<file path="src/core/ingress_regs_pkg.sv">
// ingress_regs_pkg: offsets, field positions, reset values and state codes
// shared by the per-port ingress control register bank and its helpers.
// assumes one port instance per bank; the port nibble is decoded upstream.
package ingress_regs_pkg;

    localparam int ADDR_W = 14;
    localparam int DATA_W = 32;
    localparam int PRIO_W = 3;
    localparam int NUM_SRC = 5;
    localparam int INDEX_W = 4;
    localparam int BE_W = 16;

    // register indices; byte address is four times the index
    localparam logic [11:0] IDX_BE_MSB = 12'h610;
    localparam logic [11:0] IDX_BE_LSB = 12'h611;
    localparam logic [11:0] IDX_RULE_CTRL = 12'h612;
    localparam logic [11:0] IDX_MIRROR = 12'h800;
    localparam logic [11:0] IDX_PRIO_SEL = 12'h801;
    localparam logic [11:0] IDX_DEF_PRIO = 12'h802;
    localparam logic [11:0] IDX_IRQ_STAT = 12'h8f0;
    localparam logic [11:0] IDX_IRQ_MASK = 12'h8f1;

    // rule access control fields
    localparam int RC_WR_DONE_BIT = 6;
    localparam int RC_RD_DONE_BIT = 5;
    localparam int RC_DIR_BIT = 4;

    // mirroring control fields
    localparam int MIR_RX_BIT = 6;
    localparam int MIR_TX_BIT = 5;
    localparam int MIR_SNIFF_BIT = 1;
    localparam logic [7:0] MIR_WMASK = 8'h62;

    // priority select fields; bits 4:0 are the source enables
    localparam int PS_HIGHEST_BIT = 7;
    localparam int PS_OR_BIT = 6;
    localparam logic [7:0] PS_WMASK = 8'hdf;

    // interrupt status fields
    localparam int IRQ_WR_BIT = 0;
    localparam int IRQ_RD_BIT = 1;
    localparam logic [7:0] IRQ_WMASK = 8'h03;

    // values after reset
    localparam logic RST_DONE = 1'b1;
    localparam logic RST_DIR = 1'b0;
    localparam logic [INDEX_W-1:0] RST_INDEX = 4'h0;
    localparam logic [7:0] RST_BYTE = 8'h00;
    localparam logic [PRIO_W-1:0] RST_DEF_PRIO = 3'h0;

    typedef enum logic [1:0] {
        SEQ_IDLE = 2'b01,
        SEQ_BUSY = 2'b10
    } seq_state_e;

    function automatic logic [ADDR_W-1:0] reg_addr(input logic [11:0] idx);
        return {idx, 2'b00};
    endfunction : reg_addr

endpackage : ingress_regs_pkg

</file>
<file path="src/core/rule_access_seq.sv">
// rule_access_seq: runs one indirect rule-table read or write at a time.
// assumes the rule table answers tbl_ack on clk_sys for each request.
`timescale 1ns/1ps
`default_nettype none
module rule_access_seq (
    input wire logic clk_sys,
    input wire logic reset,
    input wire logic launch,
    input wire logic dir_write,
    input wire logic [ingress_regs_pkg::INDEX_W-1:0] index,
    input wire logic [ingress_regs_pkg::BE_W-1:0] byte_en,
    input wire logic tbl_ack,
    output logic tbl_req,
    output logic tbl_write,
    output logic [ingress_regs_pkg::INDEX_W-1:0] tbl_index,
    output logic [ingress_regs_pkg::BE_W-1:0] tbl_byte_en,
    output logic wr_done,
    output logic rd_done,
    output logic wr_event,
    output logic rd_event
);
    import ingress_regs_pkg::*;

    seq_state_e state_q;
    seq_state_e state_d;
    wire logic start = launch && (state_q == SEQ_IDLE);
    wire logic finish = tbl_ack && (state_q == SEQ_BUSY);

    always_comb begin
        case (state_q)
            SEQ_IDLE: state_d = start ? SEQ_BUSY : SEQ_IDLE;
            SEQ_BUSY: state_d = tbl_ack ? SEQ_IDLE : SEQ_BUSY;
            default: state_d = SEQ_IDLE;
        endcase
    end

    always_ff @(posedge clk_sys or posedge reset) begin
        if (reset) begin
            state_q <= SEQ_IDLE;
        end else begin
            state_q <= state_d;
        end
    end

    // request is held until the table acknowledges; fields latched at start
    always_ff @(posedge clk_sys or posedge reset) begin
        if (reset) begin
            tbl_req <= 1'b0;
            tbl_write <= RST_DIR;
            tbl_index <= RST_INDEX;
            tbl_byte_en <= {RST_BYTE, RST_BYTE};
        end else if (start) begin
            tbl_req <= 1'b1;
            tbl_write <= dir_write;
            tbl_index <= index;
            tbl_byte_en <= byte_en;
        end else if (finish) begin
            tbl_req <= 1'b0;
        end
    end

    // each completion flag drops at a launch in its own direction and rises when the table answers
    always_ff @(posedge clk_sys or posedge reset) begin
        if (reset) begin
            wr_done <= RST_DONE;
            rd_done <= RST_DONE;
            wr_event <= 1'b0;
            rd_event <= 1'b0;
        end else begin
            wr_event <= finish && tbl_write;
            rd_event <= finish && !tbl_write;
            if (start && dir_write) begin
                wr_done <= 1'b0;
            end else if (finish && tbl_write) begin
                wr_done <= 1'b1;
            end
            if (start && !dir_write) begin
                rd_done <= 1'b0;
            end else if (finish && !tbl_write) begin
                rd_done <= 1'b1;
            end
        end
    end

endmodule : rule_access_seq
`default_nettype wire

</file>
<file path="src/core/prio_resolver.sv">
// prio_resolver: combines the enabled classification sources of one packet.
// assumes source priorities and hit flags are stable while cls_valid is high.
`timescale 1ns/1ps
`default_nettype none
module prio_resolver (
    input wire logic [7:0] prio_sel,
    input wire logic [ingress_regs_pkg::PRIO_W-1:0] def_prio,
    input wire logic [ingress_regs_pkg::NUM_SRC*3-1:0] src_prio,
    input wire logic [ingress_regs_pkg::NUM_SRC-1:0] src_hit,
    output logic [ingress_regs_pkg::PRIO_W-1:0] prio
);
    import ingress_regs_pkg::*;

    logic [PRIO_W-1:0] masked [NUM_SRC];
    logic [NUM_SRC-1:0] live;

    // bit i of prio_sel enables source i: acl, dscp, 802.1p, vlan, mac
    genvar g;
    generate
        for (g = 0; g < NUM_SRC; g++) begin : g_src
            assign live[g] = prio_sel[g] && src_hit[g];
            assign masked[g] = live[g] ? src_prio[g*3 +: 3] : 3'h0;
        end
    endgenerate

    logic [PRIO_W-1:0] hi;
    logic [PRIO_W-1:0] ored;
    logic [PRIO_W-1:0] first;

    // first hit in index order wins when no combining mode is chosen
    always_comb begin
        hi = 3'h0;
        ored = 3'h0;
        first = 3'h0;
        for (int i = NUM_SRC - 1; i >= 0; i--) begin
            if (masked[i] > hi) begin
                hi = masked[i];
            end
            ored = ored | masked[i];
            if (live[i]) begin
                first = masked[i];
            end
        end
    end

    always_comb begin
        if (live == '0) begin
            prio = def_prio;
        end else if (prio_sel[PS_HIGHEST_BIT]) begin
            prio = hi;
        end else if (prio_sel[PS_OR_BIT]) begin
            prio = ored;
        end else begin
            prio = first;
        end
    end

endmodule : prio_resolver
`default_nettype wire

</file>
<file path="src/core/port_ingress_ctrl_regs.sv">
// port_ingress_ctrl_regs: per-port rule access, mirroring and priority
// selection registers behind an avalon-mm slave with waitrequest.
// assumes a single clk_sys domain; packet and table strobes share it.
//
// What this block does
// write-complete bit 6 reads 0 during a table write, 1 after; resets 1
// read-complete bit 5 reads 0 during a table read, 1 after; resets 1
// software polls read-complete until 1 before fetching read results
// bit 4 picks direction (1 write), bits 3:0 pick entry; reset 0
// writing byte-enable low launches access; only enabled bytes take part
// receive sniff bit 6 marks received packets monitored, copies to sniffer
// transmit sniff bit 5 marks sent packets monitored, copies to sniffer
// bit 1 makes this port the sniffer port; clear means normal
// software also sets global mirroring control for mirroring to work
// software sets at most one priority control bit at a time
// bit 7 uses the highest priority among enabled sources
// bit 6 ors all available classified priorities together
// bit 4 enables mac address priority classification
// bit 3 enables vlan priority classification
// bit 2 enables 802.1p user priority classification
// bit 1 enables diffserv priority classification
// bit 0 enables rule action priority classification
// nothing enabled or nothing classified gives the default priority 0-7
//
// Register access over Avalon-MM was chosen for this implementation.
`timescale 1ns/1ps
`default_nettype none
module port_ingress_ctrl_regs (
    input wire logic clk_sys,
    input wire logic reset,
    input wire logic [ingress_regs_pkg::ADDR_W-1:0] address,
    input wire logic read,
    input wire logic write,
    input wire logic [ingress_regs_pkg::DATA_W-1:0] writedata,
    input wire logic [3:0] byteenable,
    output logic [ingress_regs_pkg::DATA_W-1:0] readdata,
    output logic waitrequest,
    output logic irq,
    output logic tbl_req,
    output logic tbl_write,
    output logic [ingress_regs_pkg::INDEX_W-1:0] tbl_index,
    output logic [ingress_regs_pkg::BE_W-1:0] tbl_byte_en,
    input wire logic tbl_ack,
    input wire logic rx_pkt_start,
    input wire logic tx_pkt_start,
    output logic rx_monitored,
    output logic tx_monitored,
    output logic sniffer_port,
    input wire logic cls_valid,
    input wire logic [ingress_regs_pkg::NUM_SRC*3-1:0] src_prio,
    input wire logic [ingress_regs_pkg::NUM_SRC-1:0] src_hit,
    output logic [ingress_regs_pkg::PRIO_W-1:0] pkt_prio,
    output logic pkt_prio_valid
);
    import ingress_regs_pkg::*;

    // ---------------- bus handshake ----------------
    // one wait state: waitrequest drops for the cycle after a request arrives
    logic wait_q;
    wire logic req = read || write;
    wire logic take = req && !wait_q;
    wire logic wr_take = write && !wait_q && byteenable[0];
    wire logic rd_take = read && !wait_q;
    wire logic [7:0] wbyte = writedata[7:0];

    always_ff @(posedge clk_sys or posedge reset) begin
        if (reset) begin
            wait_q <= 1'b1;
        end else begin
            wait_q <= !(req && wait_q);
        end
    end

    assign waitrequest = wait_q;

    // ---------------- address decode ----------------
    wire logic hit_be_msb = address == reg_addr(IDX_BE_MSB);
    wire logic hit_be_lsb = address == reg_addr(IDX_BE_LSB);
    wire logic hit_rule_ctrl = address == reg_addr(IDX_RULE_CTRL);
    wire logic hit_mirror = address == reg_addr(IDX_MIRROR);
    wire logic hit_prio_sel = address == reg_addr(IDX_PRIO_SEL);
    wire logic hit_def_prio = address == reg_addr(IDX_DEF_PRIO);
    wire logic hit_irq_stat = address == reg_addr(IDX_IRQ_STAT);
    wire logic hit_irq_mask = address == reg_addr(IDX_IRQ_MASK);

    // ---------------- software registers ----------------
    logic dir_q;
    logic [INDEX_W-1:0] index_q;
    logic [7:0] be_msb_q;
    logic [7:0] be_lsb_q;
    logic [7:0] mirror_q;
    logic [7:0] prio_sel_q;
    logic [PRIO_W-1:0] def_prio_q;
    logic [7:0] irq_mask_q;

    // write strobes, one per register except the read-cleared interrupt status
    wire logic wr_rule_ctrl = wr_take && hit_rule_ctrl;
    wire logic wr_be_msb = wr_take && hit_be_msb;
    wire logic wr_be_lsb = wr_take && hit_be_lsb;
    wire logic wr_mirror = wr_take && hit_mirror;
    wire logic wr_prio_sel = wr_take && hit_prio_sel;
    wire logic wr_def_prio = wr_take && hit_def_prio;
    wire logic wr_irq_mask = wr_take && hit_irq_mask;

    always_ff @(posedge clk_sys or posedge reset) begin
        if (reset) begin
            dir_q <= RST_DIR;
            index_q <= RST_INDEX;
        end else if (wr_rule_ctrl) begin
            dir_q <= wbyte[RC_DIR_BIT];
            index_q <= wbyte[INDEX_W-1:0];
        end
    end

    always_ff @(posedge clk_sys or posedge reset) begin
        if (reset) begin
            be_msb_q <= RST_BYTE;
        end else if (wr_be_msb) begin
            be_msb_q <= wbyte;
        end
    end

    always_ff @(posedge clk_sys or posedge reset) begin
        if (reset) begin
            be_lsb_q <= RST_BYTE;
        end else if (wr_be_lsb) begin
            be_lsb_q <= wbyte;
        end
    end

    always_ff @(posedge clk_sys or posedge reset) begin
        if (reset) begin
            mirror_q <= RST_BYTE;
        end else if (wr_mirror) begin
            mirror_q <= wbyte & MIR_WMASK;
        end
    end

    always_ff @(posedge clk_sys or posedge reset) begin
        if (reset) begin
            prio_sel_q <= RST_BYTE;
        end else if (wr_prio_sel) begin
            prio_sel_q <= wbyte & PS_WMASK;
        end
    end

    always_ff @(posedge clk_sys or posedge reset) begin
        if (reset) begin
            def_prio_q <= RST_DEF_PRIO;
        end else if (wr_def_prio) begin
            def_prio_q <= wbyte[PRIO_W-1:0];
        end
    end

    always_ff @(posedge clk_sys or posedge reset) begin
        if (reset) begin
            irq_mask_q <= RST_BYTE;
        end else if (wr_irq_mask) begin
            irq_mask_q <= wbyte & IRQ_WMASK;
        end
    end

    // ---------------- rule table access ----------------
    // a write of the low byte-enable register launches with the new value
    wire logic launch = wr_be_lsb;
    wire logic [BE_W-1:0] launch_be = {be_msb_q, wbyte};
    logic wr_done;
    logic rd_done;
    logic wr_event;
    logic rd_event;

    rule_access_seq rule_access_seq_i (
        .clk_sys(clk_sys),
        .reset(reset),
        .launch(launch),
        .dir_write(dir_q),
        .index(index_q),
        .byte_en(launch_be),
        .tbl_ack(tbl_ack),
        .tbl_req(tbl_req),
        .tbl_write(tbl_write),
        .tbl_index(tbl_index),
        .tbl_byte_en(tbl_byte_en),
        .wr_done(wr_done),
        .rd_done(rd_done),
        .wr_event(wr_event),
        .rd_event(rd_event)
    );

    // ---------------- interrupts ----------------
    // sticky events; a read clears only the bits it returned, so an event
    // that lands after the data was loaded is kept, and set wins
    logic [7:0] irq_stat_q;
    wire logic stat_clr = rd_take && hit_irq_stat;
    wire logic [7:0] events = {6'h00, rd_event, wr_event};
    wire logic [7:0] stat_seen = stat_clr ? readdata[7:0] : 8'h00;
    wire logic [7:0] stat_next = (irq_stat_q & ~stat_seen) | events;
    wire logic irq_next = |(stat_next & irq_mask_q);

    always_ff @(posedge clk_sys or posedge reset) begin
        if (reset) begin
            irq_stat_q <= RST_BYTE;
        end else begin
            irq_stat_q <= stat_next;
        end
    end

    always_ff @(posedge clk_sys or posedge reset) begin
        if (reset) begin
            irq <= 1'b0;
        end else begin
            irq <= irq_next;
        end
    end

    // ---------------- read data ----------------
    wire logic [7:0] rule_ctrl_rd = {1'b0, wr_done, rd_done, dir_q, index_q};
    logic [7:0] rd_byte;

    always_comb begin
        rd_byte = 8'h00;
        if (hit_be_msb) begin
            rd_byte = be_msb_q;
        end
        if (hit_be_lsb) begin
            rd_byte = be_lsb_q;
        end
        if (hit_rule_ctrl) begin
            rd_byte = rule_ctrl_rd;
        end
        if (hit_mirror) begin
            rd_byte = mirror_q;
        end
        if (hit_prio_sel) begin
            rd_byte = prio_sel_q;
        end
        if (hit_def_prio) begin
            rd_byte = {5'h00, def_prio_q};
        end
        if (hit_irq_stat) begin
            rd_byte = irq_stat_q;
        end
        if (hit_irq_mask) begin
            rd_byte = irq_mask_q;
        end
    end

    // data is loaded while waitrequest is high so it stands at the taken edge
    always_ff @(posedge clk_sys or posedge reset) begin
        if (reset) begin
            readdata <= '0;
        end else if (read && wait_q) begin
            readdata <= {24'h000000, rd_byte};
        end else if (take) begin
            readdata <= '0;
        end
    end

    // ---------------- mirroring ----------------
    always_ff @(posedge clk_sys or posedge reset) begin
        if (reset) begin
            rx_monitored <= 1'b0;
            tx_monitored <= 1'b0;
        end else begin
            rx_monitored <= rx_pkt_start && mirror_q[MIR_RX_BIT];
            tx_monitored <= tx_pkt_start && mirror_q[MIR_TX_BIT];
        end
    end

    // role flag follows the register one cycle late
    always_ff @(posedge clk_sys or posedge reset) begin
        if (reset) begin
            sniffer_port <= 1'b0;
        end else begin
            sniffer_port <= mirror_q[MIR_SNIFF_BIT];
        end
    end

    // ---------------- priority classification ----------------
    logic [PRIO_W-1:0] prio_comb;

    prio_resolver prio_resolver_i (
        .prio_sel(prio_sel_q),
        .def_prio(def_prio_q),
        .src_prio(src_prio),
        .src_hit(src_hit),
        .prio(prio_comb)
    );

    always_ff @(posedge clk_sys or posedge reset) begin
        if (reset) begin
            pkt_prio_valid <= 1'b0;
        end else begin
            pkt_prio_valid <= cls_valid;
        end
    end

    // the result holds between packets
    always_ff @(posedge clk_sys or posedge reset) begin
        if (reset) begin
            pkt_prio <= RST_DEF_PRIO;
        end else if (cls_valid) begin
            pkt_prio <= prio_comb;
        end
    end

endmodule : port_ingress_ctrl_regs
`default_nettype wire

</file>
<file path="config.mk">
export PLATFORM = sky130hd
export DESIGN_NAME = port_ingress_ctrl_regs
export DESIGN_NICKNAME = d
export VERILOG_FILES = /design/src/core/ingress_regs_pkg.sv /design/src/core/rule_access_seq.sv /design/src/core/prio_resolver.sv /design/src/core/port_ingress_ctrl_regs.sv
export SDC_FILE = /design/constraint.sdc
export NUM_CORES = 1
export LEC_CHECK = 0
export ABC_AREA = 1
export BUFFER_PORTS_ARGS = -buffer_cell sky130_fd_sc_hd__buf_2
export CORE_MARGIN = 3
export CORE_UTILIZATION = 35
export DETAILED_ROUTE_END_ITERATION = 10
export GPL_ROUTABILITY_DRIVEN = 0
export SYNTH_ARGS = -nofsm -noshare
export SYNTH_HDL_FRONTEND = slang
export SYNTH_SLANG_ARGS = --single-unit
</file>
<file path="constraint.sdc">
create_clock -name clk_sys -period 10 [get_ports clk_sys]
set_clock_uncertainty 0.2 [all_clocks]
set_input_delay 1 -clock clk_sys [delete_from_list [all_inputs] [get_ports clk_sys]]
set_output_delay 1 -clock clk_sys [all_outputs]
set_load 0.01 [all_outputs]
</file>
==> metrics.txt <==
worst hold path depth 0; CP endpoint kind flip-flop; final setup vio count 0; sequential cell area fraction in the yosys report between 40 and 50%; total core area roughly 0.014 mm^2; multi-input logic area about 0.0024 mm^2; GRT Util Overall around 16%; most frequent cells in the layout 220 x nand2_1, 97 x inv_1, 89 x buf_2; required time of the critical path about 10 ns; crit-path max FO 5; maxcap violations 0; P_leak approximately 3.4 nW; Worst path slowest cell o21ai_0; Crit path top cell by count nand2_1; WP data arrival 5.64 ns; Initial Util a little over a third; CTS H-tree depth 3; Ant. Diodes 0; RSZ-0062 raised after global routing false; Fin Setup TNS 0 ns; largest net degree at the start of global routing 57; DIE AREA roughly 0.016 mm^2; initial antenna violation count 0; worst hold slack 0.2161 ns; most common cell after layout, fill and taps aside nand2_1; WL final ~13000 um; synthesis-to-finish area growth 16.55%; # rows 43; Synth top area share about two fifths; clock-pin slew on the worst setup and hold paths about 0.06 ns; crit path launch type input pin; FMAX 0.1784 GHz; FILL cells roughly 1.5k; Clock Sinks between 80 and 90; post-synthesis cell area 0.005186 mm^2; Gate Count Post-Synth slightly below 700; R2R depth 31; outcome finished, final reports clean; Longest Clk Path Bufs 2; CTS tree done; DRC errors left 0; number of post-CTS setup repair buffers 0; via/cell ratio between 4 and 5; layout cells sized above 1 roughly a fifth; fin crit period about 5.6 ns; Mean Syn Cell Area around 7.6 um^2; Worst Max-Slew Pin Slew approximately 0.78 ns; TritonCTS buffer count 9; wire per inst approximately 14 um; height of the die ~130 um; Yosys warning count 0; Final Slew Violations 0; port buffer count 89; global route total overflow 0; Die Wd approximately 130 um; area leader, netlist dfrtp_1; DR vias between 4k and 5k; Netlist cell types 34; post-DP HPWL 10280 um; ranking of synthesized cells by area dfrtp_1 41%, nand2_1 16%, inv_1 7.1%; PwrDens about 130 mW/mm^2; total power a little under 0.0008 W; vias in the first global route approximately 4.3k; Root Buffer clkbuf_16; HP Class reg -> reg; crit share post-route a little under three fifths; max incr delay on CP approximately 0.4 ns; layout net count slightly below 900; Clk Latency, worst-skew pair around 0.34 ns; fin util 42.56%; FF/Latch Area roughly 0.0022 mm^2; worst vdd ir 0.08352 mV; post-route ant nets 0; FF+latch count, synth 89; final hold violations 0; normalized max-slew margin about half; First DRT Iteration DRCs between 300 and 400; Ports ~140; first-pass GRT wire length 21210 um; # hold bufs at CTS 0; Pre-antenna DRT Iters 4; PostCTS Resize Cnt 0; Setup CP Type in -> reg
[through the flow]
stage	instances	cell area (um^2)	setup slack (ns)
2_1_floorplan	708	5273	4.781
3_3_place_gp	948	5724	4.113
3_5_place_dp	948	5724	4.057
4_1_cts	963	6045	4.405
5_1_grt	963	6045	3.802
6_report	963	6045	4.396
[critical path: cells and delay by family]
kind | cells | cell delay, ns
and+or+nand+nor | 20 | 2.01
AOI/OAI and AO/OA | 4 | 1.17
adders and majority gates | 4 | 1.16
buffers and inverters | 4 | 0.31
[area by class of cell]
| type | count | share of cell area, % |
|---|---|---|
| multi-input cells | 480 | 39.76 |
| clock buffers | 11 | 4.016 |
| clock inverters | 4 | 1.283 |
| well taps | 180 | 3.726 |
| inverters | 109 | 6.789 |
| repair buffers | 90 | 7.493 |
| flip-flops and latches | 89 | 36.93 |
[sequential cells by signal, summed over array words and instances, names as in the netlist, 2 cells and up]
signal	cells
rule_access_seq_i.tbl_byte_en	16
be_lsb_q	8
be_msb_q	8
irq_stat_q	8
readdata	8
prio_sel_q	7
index_q	4
rule_access_seq_i.tbl_index	4
def_prio_q	3
mirror_q	3
pkt_prio	3
irq_mask_q	2
rule_access_seq_i.state_q	2
[cells in the mapped netlist]
master,n
or2_1,2
nor4_1,2
nand4_1,7
dfrtp_1,85
o22a_1,1
nor2_4,5
a21oi_1,15
nand3_1,44
o21bai_1,1
inv_1,98
nand3b_1,6
o22ai_1,1
clkbuf_1,1
o21ai_2,17
nor2_2,4
buf_6,3
o21a_1,1
nor3_1,2
nor2_1,28
inv_2,11
buf_4,24
o21ai_1,7
nand2_2,4
o21ai_0,62
ha_1,16
nand3_4,3
nand3_2,2
dfstp_2,4
and2_1,3
a21oi_2,1
conb_1,1
nor3_4,2
nand2_1,220
buf_2,2
[cells by family after synthesis]
family                     after synthesis  synth area share [%]
DFF                                     89                 43.04
AOI/OAI and AO/OA                      106                 11.73
other                                    1               0.07231
buffers and inverters                  139                 12.28
adders and majority gates               16                 3.860
and+or+nand+nor                        334                 29.02
[per-layer routing]
layer	vias up	GRT usage [%]	share of wire (%)
li1	2310	-	-
met1	2065	22.76	47
met2	111	26.59	46
met3	14	2.375	5.5
met4	0	5.743	1.4
met5	-	0	0
[report_power, final]
part	switching [W]	internal, W
logic	0.0000325	0.0000113
registers	0.000000476	0.000361
clock network	0.000139	0.000225
total	0.000172	0.000598
[worst paths after layout]
path	slack [ns]	to	startpoint
max reg2reg	4.61	pkt_prio[2]$_DFFE_PP0P_	prio_sel_q[3]$_DFFE_PP0P_
max in group asynchronous	7.96	irq_stat_q[3]$_DFF_PP0_	reset
max	4.40	pkt_prio[2]$_DFFE_PP0P_	src_hit[3]
min	0.22	sniffer_port$_DFF_PP0_	mirror_q[1]$_DFFE_PP0P_
min reg2reg	0.22	sniffer_port$_DFF_PP0_	mirror_q[1]$_DFFE_PP0P_
min in group asynchronous	0.50	rule_access_seq_i.tbl_byte_en[0]$_DFFE_PP0P_	reset
Power figures use the tool's default switching activity.
